File: src/common/tmsb_pkg.sv
// constants, types and register map of the monitor
package tmsb_pkg;

    // clock rate and times
    localparam int CLK_KHZ = 200000;
    localparam int CONV_PERIOD_MS = 250;
    localparam int LOCK_TIME_MS = 250;
    localparam int BUS_TIMEOUT_MS = 58;
    localparam int CONV_CYCLES = CONV_PERIOD_MS * CLK_KHZ;
    localparam int LOCK_CYCLES = LOCK_TIME_MS * CLK_KHZ;
    localparam int TIMEOUT_CYCLES = BUS_TIMEOUT_MS * CLK_KHZ;
    localparam int CNT_W = 26;

    // register map, command byte values
    localparam logic [7:0] REG_CH1_TEMP = 8'h00;
    localparam logic [7:0] REG_CH2_TEMP = 8'h01;
    localparam logic [7:0] REG_ALARM_STATUS = 8'h02;
    localparam logic [7:0] REG_ALARM_MASK = 8'h03;
    localparam logic [7:0] REG_GEN_CONFIG = 8'h04;
    localparam logic [7:0] REG_CH1_FRAC = 8'h05;
    localparam logic [7:0] REG_CH2_FRAC = 8'h06;
    localparam logic [7:0] REG_THR_BASE = 8'h08;
    localparam logic [7:0] REG_FAN1_OPT = 8'h13;
    localparam logic [7:0] REG_FAN2_OPT = 8'h17;

    // field positions and reset values
    localparam int CFG_SHUTDOWN_BIT = 7;
    localparam int FAN_THERMAL_ALARM_OUT_FULL_BIT = 6;
    localparam logic [7:0] GEN_CONFIG_RST = 8'h00;
    localparam logic [7:0] FAN_OPT_RST = 8'h00;
    localparam logic [3:0] ALARM_MASK_RST = 4'h0;
    localparam logic [7:0] THR_RST = 8'h64;
    localparam logic [4:0] FRAC_PAD = 5'h00;
    localparam logic [3:0] STATUS_PAD = 4'h0;

    // alarm hysteresis in degrees
    localparam logic [8:0] HYST_DEG = 9'h005;

    // bus addresses; the slave address default is arbitrary
    localparam logic [6:0] ARA_ADDR = 7'h0C;
    localparam logic [6:0] DEF_SLAVE_ADDR = 7'h2A;

    localparam int NUM_CH = 2;
    localparam int NUM_ALARM = 4;
    localparam int RAW_W = 12;
    localparam logic [3:0] BYTE_BITS = 4'h8;

    typedef enum logic [3:0] {
        ST_IDLE = 4'h0,
        ST_ADDR = 4'h1,
        ST_ADDR_ACK = 4'h2,
        ST_CMD = 4'h3,
        ST_CMD_ACK = 4'h4,
        ST_WDATA = 4'h5,
        ST_WDATA_ACK = 4'h6,
        ST_RDATA = 4'h7,
        ST_RDATA_ACK = 4'h8
    } tmsb_state_t;

    // one temperature result: whole degrees and eighths
    typedef struct packed {
        logic [7:0] whole;
        logic [2:0] frac;
    } tmsb_temp_t;

endpackage

File: src/verilog/tmsb_temp_monitor.sv
// serial slave, temperature registers and alarms of the monitor
//
// Operation
// only write, read, send, receive byte transfers
// write byte stores data at command register
// receive byte returns last selected register
// alert response read returns own address
// all registers eight bits, command selected
// multimaster hosts avoid short protocols
// temperatures unsigned bytes at 00h, 01h
// temperature bytes shifted out MSB first
// three eighth-degree bits at 05h, 06h
// negative temperature saturates to zero
// extended read freezes main register quarter second
// conversions at four per second from reset
// configuration bit 7 shuts down conversions
// overtemp sets status, drives output unmasked
// thermal threshold sets status, unmasked output
// masked thermal still sets status only
// alarms clear five degrees below threshold
// thermal alarm forces both fans full
// long low clock resets serial state
// overtemp output active-low open drain
// compare once per conversion, strictly greater; the clear compare runs every cycle
// ignore other slave addresses
`timescale 1ns/10ps
module tmsb_temp_monitor
    import tmsb_pkg::*;
#(
    parameter logic [6:0] SLAVE_ADDR = DEF_SLAVE_ADDR,
    parameter int CONV_CYCLES_P = CONV_CYCLES,
    parameter int LOCK_CYCLES_P = LOCK_CYCLES,
    parameter int TIMEOUT_CYCLES_P = TIMEOUT_CYCLES
)
(
    input wire logic REF_CLK,
    input wire logic SRST,
    input wire logic SCL_IN,
    input wire logic SDA_IN,
    output logic SDA_OUT,
    output logic SDA_OE,
    input wire logic [RAW_W-1:0] CH1_SAMPLE,
    input wire logic [RAW_W-1:0] CH2_SAMPLE,
    output logic CONV_STROBE,
    output logic OVERTEMP_ALARM_OUT_N,
    output logic OVERTEMP_ALARM_OE,
    input wire logic THERMAL_ALARM_IN_N,
    output logic THERMAL_ALARM_OUT_N,
    output logic THERMAL_ALARM_OE,
    input wire logic FAN1_DUTY_IN,
    input wire logic FAN2_DUTY_IN,
    output logic FAN1_DRIVE_OUT,
    output logic FAN2_DRIVE_OUT
);

    // signed sample to clipped whole and eighths
    function automatic tmsb_temp_t clip_sample(input logic [RAW_W-1:0] raw);
        tmsb_temp_t res;
        res = '0;
        if (!raw[RAW_W-1])
        begin
            res.whole = raw[RAW_W-2:3];
            res.frac = raw[2:0];
        end
        return res;
    endfunction

    // set beats clear; clear needs temp+5 <= threshold
    function automatic logic alarm_next(input logic cur, input logic chk, input logic [7:0] temp,
                                        input logic [7:0] thr);
        logic set_now;
        logic clr_now;
        set_now = chk && (temp > thr);
        clr_now = ({1'b0, temp} + HYST_DEG) <= {1'b0, thr};
        return set_now | (cur & ~clr_now);
    endfunction

    // serial front end state
    tmsb_state_t state_ff, nxt_state;
    logic scl_q_ff;
    logic sda_q_ff;
    logic [3:0] bit_cnt_ff, nxt_bit_cnt;
    logic [7:0] shift_ff, nxt_shift;
    logic [7:0] tx_ff, nxt_tx;
    logic [7:0] ptr_ff, nxt_ptr;
    logic rw_ff, nxt_rw;
    logic ara_ff, nxt_ara;
    logic sda_oe_ff, nxt_sda_oe;
    logic [CNT_W-1:0] tout_cnt_ff;
    logic wr_en;
    logic rd_load;

    // register and measurement state
    logic [7:0] config_ff;
    logic [7:0] fan1_opt_ff;
    logic [7:0] fan2_opt_ff;
    logic [3:0] mask_ff;
    logic [3:0] status_ff;
    logic [NUM_ALARM-1:0] nxt_status;
    logic [CNT_W-1:0] conv_cnt_ff;
    logic conv_q_ff;
    tmsb_temp_t [NUM_CH-1:0] live_ff;
    tmsb_temp_t [NUM_CH-1:0] shown_ff;
    tmsb_temp_t [NUM_CH-1:0] conv_val;
    logic [NUM_CH-1:0] lock_ff;
    logic [NUM_CH-1:0][CNT_W-1:0] lock_cnt_ff;
    logic [NUM_CH-1:0] rd_main;
    logic [NUM_CH-1:0] rd_frac;
    logic [NUM_ALARM-1:0][7:0] thr_words;
    logic [7:0] thr_rdata;

    // output flops
    logic ov_oe_ff;
    logic th_oe_ff;
    logic fan1_ff;
    logic fan2_ff;
    logic zero_ff;

    // bus condition decode
    wire scl_rise = SCL_IN & ~scl_q_ff;
    wire scl_fall = ~SCL_IN & scl_q_ff;
    wire start_cond = SCL_IN & scl_q_ff & sda_q_ff & ~SDA_IN;
    wire stop_cond = SCL_IN & scl_q_ff & ~sda_q_ff & SDA_IN;
    wire bus_timeout = (tout_cnt_ff == CNT_W'(TIMEOUT_CYCLES_P - 1));
    wire rx_state = (state_ff == ST_ADDR) || (state_ff == ST_CMD) || (state_ff == ST_WDATA);
    wire byte_full = (bit_cnt_ff == BYTE_BITS);
    wire own_hit = (shift_ff[7:1] == SLAVE_ADDR);
    wire ara_hit = (shift_ff[7:1] == ARA_ADDR) && shift_ff[0];
    wire addr_hit = own_hit | ara_hit;

    // register decode
    wire thr_hit = (ptr_ff[7:2] == REG_THR_BASE[7:2]);
    wire shutdown = config_ff[CFG_SHUTDOWN_BIT];
    wire conv_tick = (conv_cnt_ff == '0) && !shutdown;
    wire sel_t1 = (ptr_ff == REG_CH1_TEMP);
    wire sel_t2 = (ptr_ff == REG_CH2_TEMP);
    wire sel_f1 = (ptr_ff == REG_CH1_FRAC);
    wire sel_f2 = (ptr_ff == REG_CH2_FRAC);
    wire sel_st = (ptr_ff == REG_ALARM_STATUS);
    wire sel_mk = (ptr_ff == REG_ALARM_MASK);
    wire sel_cf = (ptr_ff == REG_GEN_CONFIG);
    wire sel_fa1 = (ptr_ff == REG_FAN1_OPT);
    wire sel_fa2 = (ptr_ff == REG_FAN2_OPT);

    // read mux; unmapped commands answer zero
    wire [7:0] rd_byte = sel_t1 ? shown_ff[0].whole :
                         sel_t2 ? shown_ff[1].whole :
                         sel_f1 ? {shown_ff[0].frac, FRAC_PAD} :
                         sel_f2 ? {shown_ff[1].frac, FRAC_PAD} :
                         sel_st ? {STATUS_PAD, status_ff} :
                         sel_mk ? {STATUS_PAD, mask_ff} :
                         sel_cf ? config_ff :
                         sel_fa1 ? fan1_opt_ff :
                         sel_fa2 ? fan2_opt_ff :
                         thr_hit ? thr_rdata : 8'h00;

    // lock events; alert response reads lock nothing
    wire rd_evt = rd_load & ~ara_ff;
    assign rd_main = {rd_evt & sel_t2, rd_evt & sel_t1};
    assign rd_frac = {rd_evt & sel_f2, rd_evt & sel_f1};

    // status always sets; mask only gates the pin
    wire ov_active = |(status_ff[1:0] & ~mask_ff[1:0]);
    wire th_active = |(status_ff[3:2] & ~mask_ff[3:2]);
    wire thermal_alarm_out_any = th_oe_ff | ~THERMAL_ALARM_IN_N;
    wire fan_force = thermal_alarm_out_any & (fan1_opt_ff[FAN_THERMAL_ALARM_OUT_FULL_BIT] | fan2_opt_ff[FAN_THERMAL_ALARM_OUT_FULL_BIT]);

    // slave sequencer; timeout, start, stop win
    always_comb
    begin
        nxt_state = state_ff;
        nxt_bit_cnt = bit_cnt_ff;
        nxt_shift = shift_ff;
        nxt_tx = tx_ff;
        nxt_ptr = ptr_ff;
        nxt_rw = rw_ff;
        nxt_ara = ara_ff;
        nxt_sda_oe = sda_oe_ff;
        wr_en = 1'b0;
        rd_load = 1'b0;
        if (bus_timeout)
        begin
            nxt_state = ST_IDLE;
            nxt_sda_oe = 1'b0;
        end
        else if (start_cond)
        begin
            nxt_state = ST_ADDR;
            nxt_bit_cnt = 4'h0;
            nxt_sda_oe = 1'b0;
        end
        else if (stop_cond)
        begin
            nxt_state = ST_IDLE;
            nxt_sda_oe = 1'b0;
        end
        else if (rx_state && scl_rise && !byte_full)
        begin
            nxt_shift = {shift_ff[6:0], SDA_IN};
            nxt_bit_cnt = bit_cnt_ff + 4'h1;
        end
        else if (scl_fall)
        begin
            case (state_ff)
                ST_ADDR:
                begin
                    if (byte_full)
                    begin
                        nxt_bit_cnt = 4'h0;
                        nxt_rw = shift_ff[0];
                        nxt_ara = ara_hit;
                        nxt_sda_oe = addr_hit;
                        nxt_state = addr_hit ? ST_ADDR_ACK : ST_IDLE;
                    end
                end
                ST_CMD:
                begin
                    if (byte_full)
                    begin
                        nxt_bit_cnt = 4'h0;
                        nxt_ptr = shift_ff;
                        nxt_sda_oe = 1'b1;
                        nxt_state = ST_CMD_ACK;
                    end
                end
                ST_WDATA:
                begin
                    if (byte_full)
                    begin
                        nxt_bit_cnt = 4'h0;
                        wr_en = 1'b1;
                        nxt_sda_oe = 1'b1;
                        nxt_state = ST_WDATA_ACK;
                    end
                end
                ST_ADDR_ACK:
                begin
                    if (rw_ff)
                    begin
                        rd_load = 1'b1;
                        nxt_tx = ara_ff ? {SLAVE_ADDR, 1'b0} : rd_byte;
                        nxt_sda_oe = ara_ff ? ~SLAVE_ADDR[6] : ~rd_byte[7];
                        nxt_bit_cnt = 4'h1;
                        nxt_state = ST_RDATA;
                    end
                    else
                    begin
                        nxt_sda_oe = 1'b0;
                        nxt_state = ST_CMD;
                    end
                end
                ST_CMD_ACK:
                begin
                    nxt_sda_oe = 1'b0;
                    nxt_state = ST_WDATA; // a stop here makes it a send byte
                end
                ST_WDATA_ACK:
                begin
                    nxt_sda_oe = 1'b0;
                    nxt_state = ST_IDLE; // further bytes are not acknowledged
                end
                ST_RDATA:
                begin
                    if (byte_full)
                    begin
                        nxt_sda_oe = 1'b0;
                        nxt_state = ST_RDATA_ACK;
                    end
                    else
                    begin
                        nxt_tx = {tx_ff[6:0], 1'b0};
                        nxt_sda_oe = ~tx_ff[6];
                        nxt_bit_cnt = bit_cnt_ff + 4'h1;
                    end
                end
                ST_RDATA_ACK:
                begin
                    nxt_state = ST_IDLE; // one byte per read
                end
                ST_IDLE:
                begin
                    nxt_state = ST_IDLE;
                end
                default:
                begin
                    nxt_state = ST_IDLE;
                    nxt_sda_oe = 1'b0;
                end
            endcase
        end
    end

    // serial flops; pins taken as synchronous
    always_ff @(posedge REF_CLK)
    begin
        if (SRST)
        begin
            state_ff <= ST_IDLE;
            scl_q_ff <= 1'b1;
            sda_q_ff <= 1'b1;
            bit_cnt_ff <= 4'h0;
            shift_ff <= 8'h00;
            tx_ff <= 8'h00;
            ptr_ff <= 8'h00;
            rw_ff <= 1'b0;
            ara_ff <= 1'b0;
            sda_oe_ff <= 1'b0;
        end
        else
        begin
            state_ff <= nxt_state;
            scl_q_ff <= SCL_IN;
            sda_q_ff <= SDA_IN;
            bit_cnt_ff <= nxt_bit_cnt;
            shift_ff <= nxt_shift;
            tx_ff <= nxt_tx;
            ptr_ff <= nxt_ptr;
            rw_ff <= nxt_rw;
            ara_ff <= nxt_ara;
            sda_oe_ff <= nxt_sda_oe;
        end
    end

    // clock-low timer; idle counting is harmless
    always_ff @(posedge REF_CLK)
    begin
        if (SRST || SCL_IN || bus_timeout)
        begin
            tout_cnt_ff <= '0;
        end
        else
        begin
            tout_cnt_ff <= tout_cnt_ff + CNT_W'(1);
        end
    end

    // writable registers; read-only ones drop data
    always_ff @(posedge REF_CLK)
    begin
        if (SRST)
        begin
            config_ff <= GEN_CONFIG_RST;
            fan1_opt_ff <= FAN_OPT_RST;
            fan2_opt_ff <= FAN_OPT_RST;
            mask_ff <= ALARM_MASK_RST;
        end
        else if (wr_en)
        begin
            if (sel_cf)
            begin
                config_ff <= shift_ff;
            end
            if (sel_fa1)
            begin
                fan1_opt_ff <= shift_ff;
            end
            if (sel_fa2)
            begin
                fan2_opt_ff <= shift_ff;
            end
            if (sel_mk)
            begin
                mask_ff <= shift_ff[3:0];
            end
        end
    end

    // threshold words live in their own store
    tmsb_thr_mem u_thr_mem (
        .clk(REF_CLK),
        .rst(SRST),
        .wr_en(wr_en & thr_hit),
        .wr_idx(ptr_ff[1:0]),
        .wr_data(shift_ff),
        .rd_idx(ptr_ff[1:0]),
        .rd_data(thr_rdata),
        .words(thr_words)
    );

    // conversion timer; reset value converts at once
    always_ff @(posedge REF_CLK)
    begin
        if (SRST)
        begin
            conv_cnt_ff <= '0;
            conv_q_ff <= 1'b0;
        end
        else
        begin
            conv_cnt_ff <= (conv_cnt_ff == '0) ? CNT_W'(CONV_CYCLES_P - 1) : conv_cnt_ff - CNT_W'(1);
            conv_q_ff <= conv_tick;
        end
    end

    // per-channel clipping and alarm evaluation
    genvar gi;
    generate
        for (gi = 0; gi < NUM_CH; gi++)
        begin : g_ch
            assign conv_val[gi] = clip_sample(gi == 0 ? CH1_SAMPLE : CH2_SAMPLE);
        end
        for (gi = 0; gi < NUM_ALARM; gi++)
        begin : g_alarm
            // set on captures only; live clear acts at once on a raised threshold
            assign nxt_status[gi] = alarm_next(status_ff[gi], conv_q_ff, live_ff[gi % NUM_CH].whole,
                                               thr_words[gi]);
        end
    endgenerate

    // results and read lock; frozen pair stays coherent
    always_ff @(posedge REF_CLK)
    begin
        if (SRST)
        begin
            live_ff <= '0;
            shown_ff <= '0;
            lock_ff <= '0;
            lock_cnt_ff <= '0;
        end
        else
        begin
            for (int ch = 0; ch < NUM_CH; ch++)
            begin
                if (conv_tick)
                begin
                    live_ff[ch] <= conv_val[ch];
                end
                if (conv_tick && !lock_ff[ch])
                begin
                    shown_ff[ch] <= conv_val[ch];
                end
                if (rd_main[ch])
                begin
                    lock_ff[ch] <= 1'b0;
                end
                else if (rd_frac[ch])
                begin
                    lock_ff[ch] <= 1'b1;
                    lock_cnt_ff[ch] <= CNT_W'(LOCK_CYCLES_P - 1);
                end
                else if (lock_ff[ch] && lock_cnt_ff[ch] == '0)
                begin
                    lock_ff[ch] <= 1'b0;
                end
                else if (lock_ff[ch])
                begin
                    lock_cnt_ff[ch] <= lock_cnt_ff[ch] - CNT_W'(1);
                end
            end
        end
    end

    // status flags and registered pins
    always_ff @(posedge REF_CLK)
    begin
        if (SRST)
        begin
            status_ff <= 4'h0;
            ov_oe_ff <= 1'b0;
            th_oe_ff <= 1'b0;
            fan1_ff <= 1'b0;
            fan2_ff <= 1'b0;
            zero_ff <= 1'b0;
        end
        else
        begin
            status_ff <= nxt_status;
            ov_oe_ff <= ov_active;
            th_oe_ff <= th_active;
            fan1_ff <= fan_force | FAN1_DUTY_IN;
            fan2_ff <= fan_force | FAN2_DUTY_IN;
            zero_ff <= 1'b0;
        end
    end

    // open-drain pins only ever pull low
    assign SDA_OUT = zero_ff;
    assign SDA_OE = sda_oe_ff;
    assign OVERTEMP_ALARM_OUT_N = zero_ff;
    assign OVERTEMP_ALARM_OE = ov_oe_ff;
    assign THERMAL_ALARM_OUT_N = zero_ff;
    assign THERMAL_ALARM_OE = th_oe_ff;
    assign FAN1_DRIVE_OUT = fan1_ff;
    assign FAN2_DRIVE_OUT = fan2_ff;
    assign CONV_STROBE = conv_q_ff;

endmodule

File: src/verilog/tmsb_thr_mem.sv
// threshold store with registered read port
`timescale 1ns/10ps
module tmsb_thr_mem
    import tmsb_pkg::*;
(
    input wire logic clk,
    input wire logic rst,
    input wire logic wr_en,
    input wire logic [1:0] wr_idx,
    input wire logic [7:0] wr_data,
    input wire logic [1:0] rd_idx,
    output logic [7:0] rd_data,
    output logic [NUM_ALARM-1:0][7:0] words
);

    // all words exposed since every alarm compares at once
    always_ff @(posedge clk)
    begin
        if (rst)
        begin
            words <= {NUM_ALARM{THR_RST}};
            rd_data <= 8'h00;
        end
        else
        begin
            if (wr_en)
            begin
                words[wr_idx] <= wr_data;
            end
            rd_data <= words[rd_idx];
        end
    end

endmodule

File: config.mk
export PLATFORM = sky130hd
export DESIGN_NAME = tmsb_temp_monitor
export DESIGN_NICKNAME = d
export VERILOG_FILES = /design/src/common/tmsb_pkg.sv /design/src/verilog/tmsb_temp_monitor.sv /design/src/verilog/tmsb_thr_mem.sv
export SDC_FILE = /design/constraint.sdc
export NUM_CORES = 1
export LEC_CHECK = 0
export CAP_MARGIN = 10
export CORE_UTILIZATION = 40
export CTS_CLUSTER_SIZE = 24
export DETAILED_ROUTE_END_ITERATION = 10
export DONT_BUFFER_PORTS = 1
export PLACE_DENSITY = 0.64
export SLEW_MARGIN = 25
export SYNTH_ARGS = -nofsm -noshare
export SYNTH_HDL_FRONTEND = slang
export SYNTH_SLANG_ARGS = --single-unit
File: constraint.sdc
create_clock -name REF_CLK -period 3.5 [get_ports REF_CLK]
set_input_delay 0.175 -clock REF_CLK [delete_from_list [all_inputs] [get_ports REF_CLK]]
set_output_delay 0.175 -clock REF_CLK [all_outputs]
set_load 0.1 [all_outputs]
======== After elaboration in Yosys (flattened, before gate mapping) ========
Index checks and enable logic that the tools add are counted.
word-level totals
  logic and storage cells ................. 273
  register bits ........................... 257
  input port bits ......................... 31
  output and inout bits ................... 9
  bits in latches ......................... 0
  memories kept ........................... 0
  bits in writable memories ............... 0
  memory bits (read-only) ................. 0
cells by class
  multiply operators ...................... 0
  multiplexer cells ....................... 71
  div/mod/pow operators ................... 0
  reduce and logical (&&, ||, !) cells .... 58
  bitwise operators ....................... 50
  equal/unequal tests ..................... 38
  $lt $le $gt $ge ......................... 10
  shift operators ......................... 0
  add/sub/neg operators ................... 7
operators with widths
  operator                 count
  $mux W26                 7
  $mux W8                  12
  $logic_not A26 Y1        3
  $sub A26 B1 Y26 const B  3
  $mux W4                  11
  $le A9 B8 Y1             4
  $bwmux W32               1
  $gt A8 B8 Y1             4
  $mux W1                  27
  $add A26 B1 Y26 const B  1
  $eq A26 B24 Y1 const B   1
  $eq A8 B3 Y1 const B     3
  $ne A4 B4 Y1 const B     6
  $pmux W4 S6              1
  $mux W11                 2
  $mux W7                  3
  $reduce_and A7 Y1        3
  $not A1 Y1               19
  $add A8 B3 Y9 const B    2
  $and A1 B1 Y1            18
  $ne A2 B2 Y1 const B     9
  $bmux W8 S2              1
  $demux W8 S2             1
  $eq A8 B2 Y1 const B     2
  40 further kinds         90

======== Longest topological paths before layout ========
Gate-level depths: netlist of the first run.
  word-level depth ........................ 15
  gate-level depth with buffers ........... 10
  depth with buffers taken out ............ 10

======== Cells and area by module ========
From an unflattened synthesis of the first run, not the netlist that was laid out.
second synthesis, totals
  cells, all modules ...................... 1,620
  area, all modules ....................... 13,724.4 µm²
modules (own cells, without submodules)
  module             sequential area each (µm²)  times used  cells an instance  area an instance (µm²)
  tmsb_temp_monitor  4,344.2                     1           1,465              12,062.8
  tmsb_thr_mem       800.8                       1           155                1,661.6

======== Worst setup path after synthesis of the first run ========
Ideal clock, no wire load.
  path type ............................... register to register
  start ................................... reg conv_cnt_ff[0]
  end ..................................... reg live_ff[10] (netlist name)
  data required time ...................... 3.368 ns
  setup time .............................. 0.132 ns
  stages on the path, launching flop included .. 11
  period minus slack after synthesis ...... 2.614 ns
  path slack .............................. 0.886 ns
  arrival time ............................ 2.481 ns
  buffers on the path ..................... 2
  cells stage by stage .................... dfxtp_1 > inv_1 > ha_1 > or3b_2 > nor4_1 > nand4_1 > or2_2 > clkbuf_1 > clkbuf_1 > nand2_1 > a21oi_1
between the ends
  word-level cells in the longest chain between the ends .. 2
RTL lines
  item                           line                      source
  start, declared                tmsb_temp_monitor.sv:100  logic [CNT_W-1:0] conv_cnt_ff;
  start signal, assigned         tmsb_temp_monitor.sv:390  conv_cnt_ff <= (conv_cnt_ff == '0) ? CNT_W'(CONV_CYCLES_P - 1) : conv_cnt_ff - CNT_W'(1);
  $logic_not A26 Y1              tmsb_temp_monitor.sv:134  wire conv_tick = (conv_cnt_ff == '0) && !shutdown;
  $logic_and A1 B1 Y1            tmsb_temp_monitor.sv:134
  end signal, assigned by index  tmsb_temp_monitor.sv:426  live_ff[ch] <= conv_val[ch];
  end, declared                  tmsb_temp_monitor.sv:102  tmsb_temp_t [NUM_CH-1:0] live_ff;
No other way between the ends.
A chain may end at the register's enable or synchronous reset.

======== Worst setup path after layout of the first run ========
  start ................................... reg conv_cnt_ff[8]
  end ..................................... reg live_ff[21] (netlist name)
Same word-level chain as after synthesis.

==> summary.txt, run 1 <==
Worst setup path
  – CP Max Fanout: 16
  – Worst path cell trace: or4_1 -> nor3_1 -> nand4_1 -> or2_2 -> nand2_1 -> a21oi_1 -> dlygate4sd3_1
  – Slowest stage delay, CP: 590 ps
  – Critical path startpoint category: flip-flop
  – Worst Setup End Kind: flip-flop
  – Worst path required time: roughly 4000 ps
  – CP Class: flip-flop to flip-flop
  – CP max stage cell: dlygate4sd3_1
  – Critical path data arrival time: 3520 ps

Clock network
  – CTS max path bufs: 3
  – Total CTS buffers: 30
  – Worst-path clk slew: 60 ps
  – Clk_lat worst skew: 590 ps
  – CTS H-tree lvls: 1
  – Clk sinks: 257
  – Postcts setup bufs: 0
  – Clock root cell: clkbuf_16
  – CTS tree: done

GRT
  – Grt ovf: 0
  – Pin count of the biggest net entering global routing: 181
  – Antenna violations before repair: 1
  – First-pass GRT wire length: just under 60000 um
  – Total track usage: 0.205
  – Vias in the first global route: 11400

Synthesis
  – Post-synthesis area per instance: 8.37 um^2
  – Post-synth top area share: 0.375
  – Area of the mapped netlist: 13700 um^2
  – Asr flop ratio synth: 0
  – Synth Register Bits: 257
  – Seq/Total Area, Yosys: 0.375
  – Synth unique cells: 87
  – Main area contributors after synthesis: dfxtp_1, ha_1, a21oi_1, nand2_1, nor2_1
  – Yosys warnings: 0
  – Dominant cell type by area after synthesis: dfxtp_1
  – Top_reg_cell synth: dfxtp_1
  – EDFF count, synth: 0
  – Synth Instances: 1642

Final layout
  – Proportion of layout cells with a drive suffix above 1: 0.0786
  – Commonest non-fill, non-tap cells in the layout: dfxtp_1, nand2_1, nor2_1
  – Most common cell after layout, fill and taps aside: dfxtp_1
  – Fin cells: 2115
  – Final nets: 1746
  – Fillers: 3263
  – Area grow syn2layout: 12.7%

STA
  – Final Setup Violations: 0
  – Max Clock Freq: 0.329 GHz
  – Fin crit period: between 3000 and 4000 ps
  – Worst relative slew slack: 0.309
  – Post-route setup TNS: 0 ps
  – RSZ-0062 raised after global routing: false
  – Tightest Pin Transition: 1040 ps
  – Final Hold Fails: 0
  – Fin. max-slew vios: 0
  – Period utilization: 0.868
  – Final Skew: 54.2 ps

Hold path
  – Worst hold path type: input pin to flip-flop

Route
  – DR DRC count: 0
  – Starting DRT DRC Count: 832
  – DR pass1 iterations: 6
  – Detailed Route WL: 36500 um
  – Vias/cell: 5.66
  – Antenna viol nets, final: 0
  – Routed vias: 12000
  – Routed wire per std cell: 17.3 um

Floorplanning
  – Initial core utilization: 0.408
  – Die area: 35100 um^2
  – Core Area: 33700 um^2
  – Die W: 187 um
  – # IOs: 40
  – Site Rows: 67
  – Die height: between 150 and 200 um

Power and ir drop
  – Worst vdd ir: 0.444 mV
  – Power Density: 498 nW/um^2
  – LEAKAGE: about 5.8 nW

Flow run
  – MaxCap Viol Count: 0

Placement
  – Placer congestion estimate: 0.888
  – IO buf count: 0
  – Placed wire-length estimate: approximately 25000 um
  – Dpl cells: slightly above 2000

Run status
  – Status: completed
cell usage after synthesis, types with 29 or more instances:
library cell  instances
ha_1                 72
xnor2_1              42
xor2_1               37
inv_1                60
mux2i_1              50
clkbuf_1             66
nor2b_1              40
o21ai_0              42
dfxtp_1             257
a21oi_1             148
nor3_1               41
nand4_1              29
nand3_1              53
nand2_1             182
nor2_1              168
through the flow:
step | cell area, um^2 | power [mW] | setup WS (ps) | utilization | hold slack (ps)
global placement | 14100 | 4.45 | 654 | 0.418 | 261
global route | 15500 | 8.08 | 223 | 0.459 | 65.2
CTS | 15500 | 7.75 | 493 | 0.459 | 42.9
detailed placement | 14100 | 4.49 | 629 | 0.418 | 261
floorplan | 13700 | 4.25 | 886 | - | 282
finish | 15500 | 7.71 | 463 | 0.460 | 46.8
cells by family after synthesis:
| group | after synthesis | synth area share |
|---|---|---|
| AO/OA/AOI/OAI | 330 | 0.154 |
| XOR/XNOR | 79 | 0.0504 |
| adder cells (fa/ha/maj) | 72 | 0.0656 |
| buffers and inverters | 150 | 0.0456 |
| flip-flops | 257 | 0.375 |
| multiplexers | 63 | 0.0545 |
| other | 1 | 0.000273 |
| AND/OR/NAND/NOR | 690 | 0.255 |
path summary, 6_finish.rpt:
kind | depth (start not counted) | start | endpoint | slack, ps
worst min-delay path | 2 | SRST | conv_cnt_ff[22]$_SDFF_PP0_ | 50
worst min register to register | 2 | shown_ff[19]$_SDFFE_PP0P_ | shown_ff[19]$_SDFFE_PP0P_ | 450
worst max register to register | 7 | conv_cnt_ff[8]$_SDFF_PP0_ | live_ff[21]$_SDFFE_PP0P_ | 460
worst max-delay path | 7 | conv_cnt_ff[8]$_SDFF_PP0_ | live_ff[21]$_SDFFE_PP0P_ | 460
sequential cells by signal (all words and copies together), names as in the netlist, 7 cells and up:
name / count
conv_cnt_ff: 26
u_thr_mem.words: 32
tx_ff: 7
tout_cnt_ff: 26
lock_cnt_ff: 52
config_ff: 8
live_ff: 16
ptr_ff: 8
fan2_opt_ff: 8
u_thr_mem.rd_data: 8
fan1_opt_ff: 8
shown_ff: 22
shift_ff: 8
timing repair:
action | 4_1_cts | 5_1_grt
endpoints found under the setup margin | 0 | 0
resized for setup | 0 | 0
hold buffers | 33 | 0
hold endpoints to repair | 197 | 0
where the power goes:
group          switching [mW]  internal [mW]  total (mW)
Combinational           0.722          0.506        1.23
Clock                    1.29           1.92        3.20
Sequential              0.178           3.10        3.28
metal layers:
metal,GRT usage,part of all wire,vias to the layer above
li1,-,-,5849
met1,0.276,0.46,5712
met2,0.335,0.45,331
met3,0.0310,0.050,75
met4,0.0694,0.033,0
met5,0,0,-
cell type report:
| class | instances | area [um^2] | share of cell area |
|---|---|---|---|
| Multi-Input combinational cell | 1237 | 7990 | 0.516 |
| Sequential cell | 257 | 5140 | 0.332 |
| Clock buffer | 43 | 890 | 0.0574 |
| Tap cell | 448 | 561 | 0.0362 |
| Timing Repair Buffer | 57 | 528 | 0.0341 |
| Inverter | 60 | 225 | 0.0145 |
| Clock inverter | 12 | 145 | 0.00937 |
| Antenna cell | 1 | 2.50 | 0.000162 |
worst max-delay path, delay by kind of cell, from the launching register on:
kind | cells | cell delay [ps]
buf+inv | 1 | 590
compound gates | 1 | 60
flops | 1 | 340
simple gates | 5 | 1930
No activity file was read; power rests on OpenSTA's default activity.
==> run 2: changes to the inputs <==
- ABC_AREA: default -> 1
==> run 2 against run 1 <==
Against the previous run: critical endpoint is now shown_ff[12]$_SDFFE_PP0P_; global-route usage rose by 0.23 points; die area grew 6.5%; core utilization is 0.45 points lower; sequential power rose by 7.6%; register-to-register slack improved by 340 ps.
==> summary.txt, run 2 <==
Final layout
  – Design area: 16300 um^2 (+5.0%)
  – Proportion of layout cells with a drive suffix above 1: 0.0612 (-0.0174)
  – Area grow syn2layout: 11.1%
  – Largest regs: lock_cnt_ff: 52 flops, u_thr_mem.words: 32 flops
  – Fillers: 3639 (+12%)
  – Top reg by flops: lock_cnt_ff
  – Largest register FFs: 52 (unchanged)
  – Inserted Diodes: 0 (-1)
  – Fin cells: 2649 (+25%)
  – Most common cell after layout, fill and taps aside: nand2_1
  – Core Util, Final: 0.455 (-0.00452)
  – Commonest non-fill, non-tap cells in the layout: nand2_1, dfxtp_1, inv_1, a21oi_1, nor2_1
  – Final nets: 2271 (+30%)

Synthesis
  – Synth unique cells: 50 (-43%)
  – Post-synth top area share: 0.352 (-0.0230)
  – Largest family of logic cells by synthesized area: simple AND/OR/NAND/NOR gates
  – Most instantiated library cell after synthesis: nand2_1
  – Yosys warnings: 0 (unchanged)
  – Simple-gate share of the synthesized area: 0.327 (+0.0722)
  – Seq/Total Area, Yosys: 0.352 (-0.0230)
  – Asr flop ratio synth: 0 (unchanged)
  – Xor/xnor share of the synthesized area: 0.0275 (-0.0228)
  – Adder-Cell Fraction of Synth Area: 0.0616 (-0.00403)
  – Main area contributors after synthesis: dfxtp_1, nand2_1, a21oi_1, ha_1, inv_1
  – Top_reg_cell synth: dfxtp_1
  – Synth Instances: 2160 (+32%)
  – Multiplexer area fraction after synthesis: 0 (-0.0545)
  – Dominant cell type by area after synthesis: dfxtp_1
  – Synth Area in Compound Gates: 0.142 (-0.0122)
  – Post-synthesis area per instance: 6.78 um^2 (-19%)
  – EDFF count, synth: 0 (unchanged)
  – Top cells by count, synth: nand2_1, dfxtp_1, inv_1, a21oi_1, nor2_1
  – Synth Register Bits: 257 (unchanged)
  – Area of the mapped netlist: 14600 um^2 (+6.5%)

STA
  – Post-route setup TNS: 0 ps (unchanged)
  – Period utilization: 0.772 (-0.0959)
  – RSZ-0062 raised after global routing: false
  – Final Skew: 37.5 ps (-16.7 ps)
  – Tightest Pin Transition: 1060 ps (+27.3 ps)
  – Final Hold Fails: 0 (unchanged)
  – Worst setup margin: 799 ps (+336 ps)
  – Worst relative slew slack: 0.291 (-0.0182)
  – Final Setup Violations: 0 (unchanged)
  – Fin crit period: 2700 ps (-336 ps)
  – Max Clock Freq: 0.370 GHz (+12%)
  – Fin. max-slew vios: 0 (unchanged)

Placement
  – Placed cell areas: 14900 um^2 (+5.8%)
  – Placer congestion estimate: 0.936 (+5.4%)
  – Dpl cells: 2563 (+27%)
  – Dpl ws: 858 ps (+229 ps)
  – IO buf count: 0 (unchanged)
  – Placed wire-length estimate: 27500 um (+9.4%)

Clock network
  – Worst-path clk slew: 60 ps (about the same)
  – Clk_lat worst skew: 590 ps (about the same)
  – CTS max path bufs: 3 (unchanged)
  – Clk sinks: 257 (unchanged)
  – CTS H-tree lvls: 1 (unchanged)
  – CTS tree: done
  – Total CTS buffers: 30 (unchanged)
  – Clock root cell: clkbuf_16
  – Post-CTS resize count: 0 (unchanged)

Route
  – DR DRC count: 0 (unchanged)
  – DR pass1 iterations: 7 (+1)
  – Vias/cell: 5.22 (-7.8%)
  – Routed vias: 13800 (+15%)
  – Starting DRT DRC Count: 1044 (+25%)
  – Antenna viol nets, final: 0 (unchanged)
  – Detailed Route WL: 39000 um (+6.8%)
  – Routed wire per std cell: 14.7 um (-15%)

Floorplanning
  – Die W: 193 um (+3.2%)
  – Die height: 193 um (+3.2%)
  – # IOs: 40 (unchanged)
  – Core Area: 35700 um^2 (+6.1%)
  – Die area: 37400 um^2 (+6.5%)
  – Site Rows: 69 (+3.0%)
  – Initial core utilization: 0.409 (+0.00185)

Power and ir drop
  – LEAKAGE: 7.02 nW (+22%)
  – Worst vdd ir: 0.439 mV (-1.2%)
  – Power Density: 544 nW/um^2 (+9.3%)

GRT
  – First-pass GRT wire length: 64500 um (+8.1%)
  – Pin count of the biggest net entering global routing: 155 (-14%)
  – Antenna violations before repair: 0 (-1)
  – Vias in the first global route: 13100 (+15%)
  – Total track usage: 0.207 (+0.00228)
  – Grt ovf: 0 (unchanged)

Worst setup path
  – R2R Path End: shown_ff[12]$_SDFFE_PP0P_
  – CP Class: flip-flop to flip-flop
  – Critical path data arrival time: 3210 ps (-310 ps)
  – Launch point of the critical path: conv_cnt_ff[0]$_SDFF_PP0_
  – CP Max Fanout: 16 (unchanged)
  – Reg2Reg Setup Slack: 800 ps (+340 ps)
  – Critical path capture point: shown_ff[12]$_SDFFE_PP0P_
  – Worst Setup End Kind: flip-flop
  – RR Startpoint: conv_cnt_ff[0]$_SDFF_PP0_
  – Critical path startpoint category: flip-flop
  – Worst path required time: 4010 ps (+30 ps)
  – Reg2reg path depth: 13 (+6)

Run status
  – Status: completed

Hold path
  – Worst hold path type: input pin to flip-flop

Flow run
  – MaxCap Viol Count: 0 (unchanged)
## run 2: cell types whose count changed after synthesis, moves of 18 or more
cell	change
inv_1	+180
nand3_1	+102
mux2i_1	-50
clkbuf_1	-32
nor2_1	+66
nand2b_1	-21
xnor2_1	-29
or3_1	-23
nor4_1	-18
o21ai_0	+28
a21oi_1	+91
or4_1	-19
nor2b_1	-40
nand2_1	+343
## run 2: cell families (layout without fill, tap and decap cells)
logic type,count (synthesis),after routing
adder cells (fa/ha/maj),72,72
XOR/XNOR,46,46
buffers and inverters,326,352
AO/OA/AOI/OAI,379,379
flip-flops,257,257
other,1,3
AND/OR/NAND/NOR,1079,1079
## run 2: timing repair
action | CTS | global route
endpoints found under the hold margin | 181 | 0
hold buffers | 34 | 0
setup endpoints to repair | 0 | 0
buffers inserted | 0 | 0
## run 2: layout make-up
type / instances / area, um^2 / area share
Multi-Input combinational cell: 1579 / 8180 / 0.503
Sequential cell: 257 / 5140 / 0.316
Inverter: 260 / 977 / 0.0601
Clock buffer: 45 / 867 / 0.0533
Tap cell: 461 / 577 / 0.0355
Timing Repair Buffer: 40 / 403 / 0.0248
Clock inverter: 7 / 115 / 0.00708
## run 2: metal layers
metal  vias to the layer above  track usage  wire (um)
li1                       7101            -          -
met1                      6323        0.283      18400
met2                       333        0.340      17400
met3                        63       0.0272       2070
met4                         0       0.0646       1090
met5                         -            0          0
## run 2: how the worst min path moves through the flow
stage	from	to	slack, ps	cells after the start
2_1_floorplan	SDA_IN	sda_q_ff$_SDFF_PP1_	270	2
4_1_cts	SCL_IN	state_ff[0]$_SDFFE_PP0P_	5	4
3_3_place_gp	SRST	lock_cnt_ff[12]$_SDFFE_PP0P_	260	1
3_5_place_dp	SRST	lock_cnt_ff[12]$_SDFFE_PP0P_	260	1
5_1_grt	SCL_IN	state_ff[0]$_SDFFE_PP0P_	90	4
6_report	SCL_IN	state_ff[0]$_SDFFE_PP0P_	30	4
## run 2: critical path: stages, from the launching register on
cell	delay (ps)
dfxtp_1	340
inv_1	80
ha_1	200
nand2_1	110
nor2_2	180
nand3_2	120
nor2_4	140
nand2_4	130
nor2_8	200
nand2_4	120
clkinv_2	180
nand3_1	120
dlygate4sd3_1	610
a21oi_1	120
## run 2: where the power goes
group | internal (mW) | total [mW] | switching [mW]
sequential | 3.20 | 3.53 | 0.334
clock | 1.85 | 3.12 | 1.27
combinational | 0.830 | 2.20 | 1.37
## run 2: metrics by stage
step           total power, mW  hold WS [ps]
2_1_floorplan             5.21           272
3_3_place_gp              5.63           260
3_5_place_dp              5.69           262
4_1_cts                   8.91          5.39
5_1_grt                   9.42          92.1
6_report                  8.85          32.9
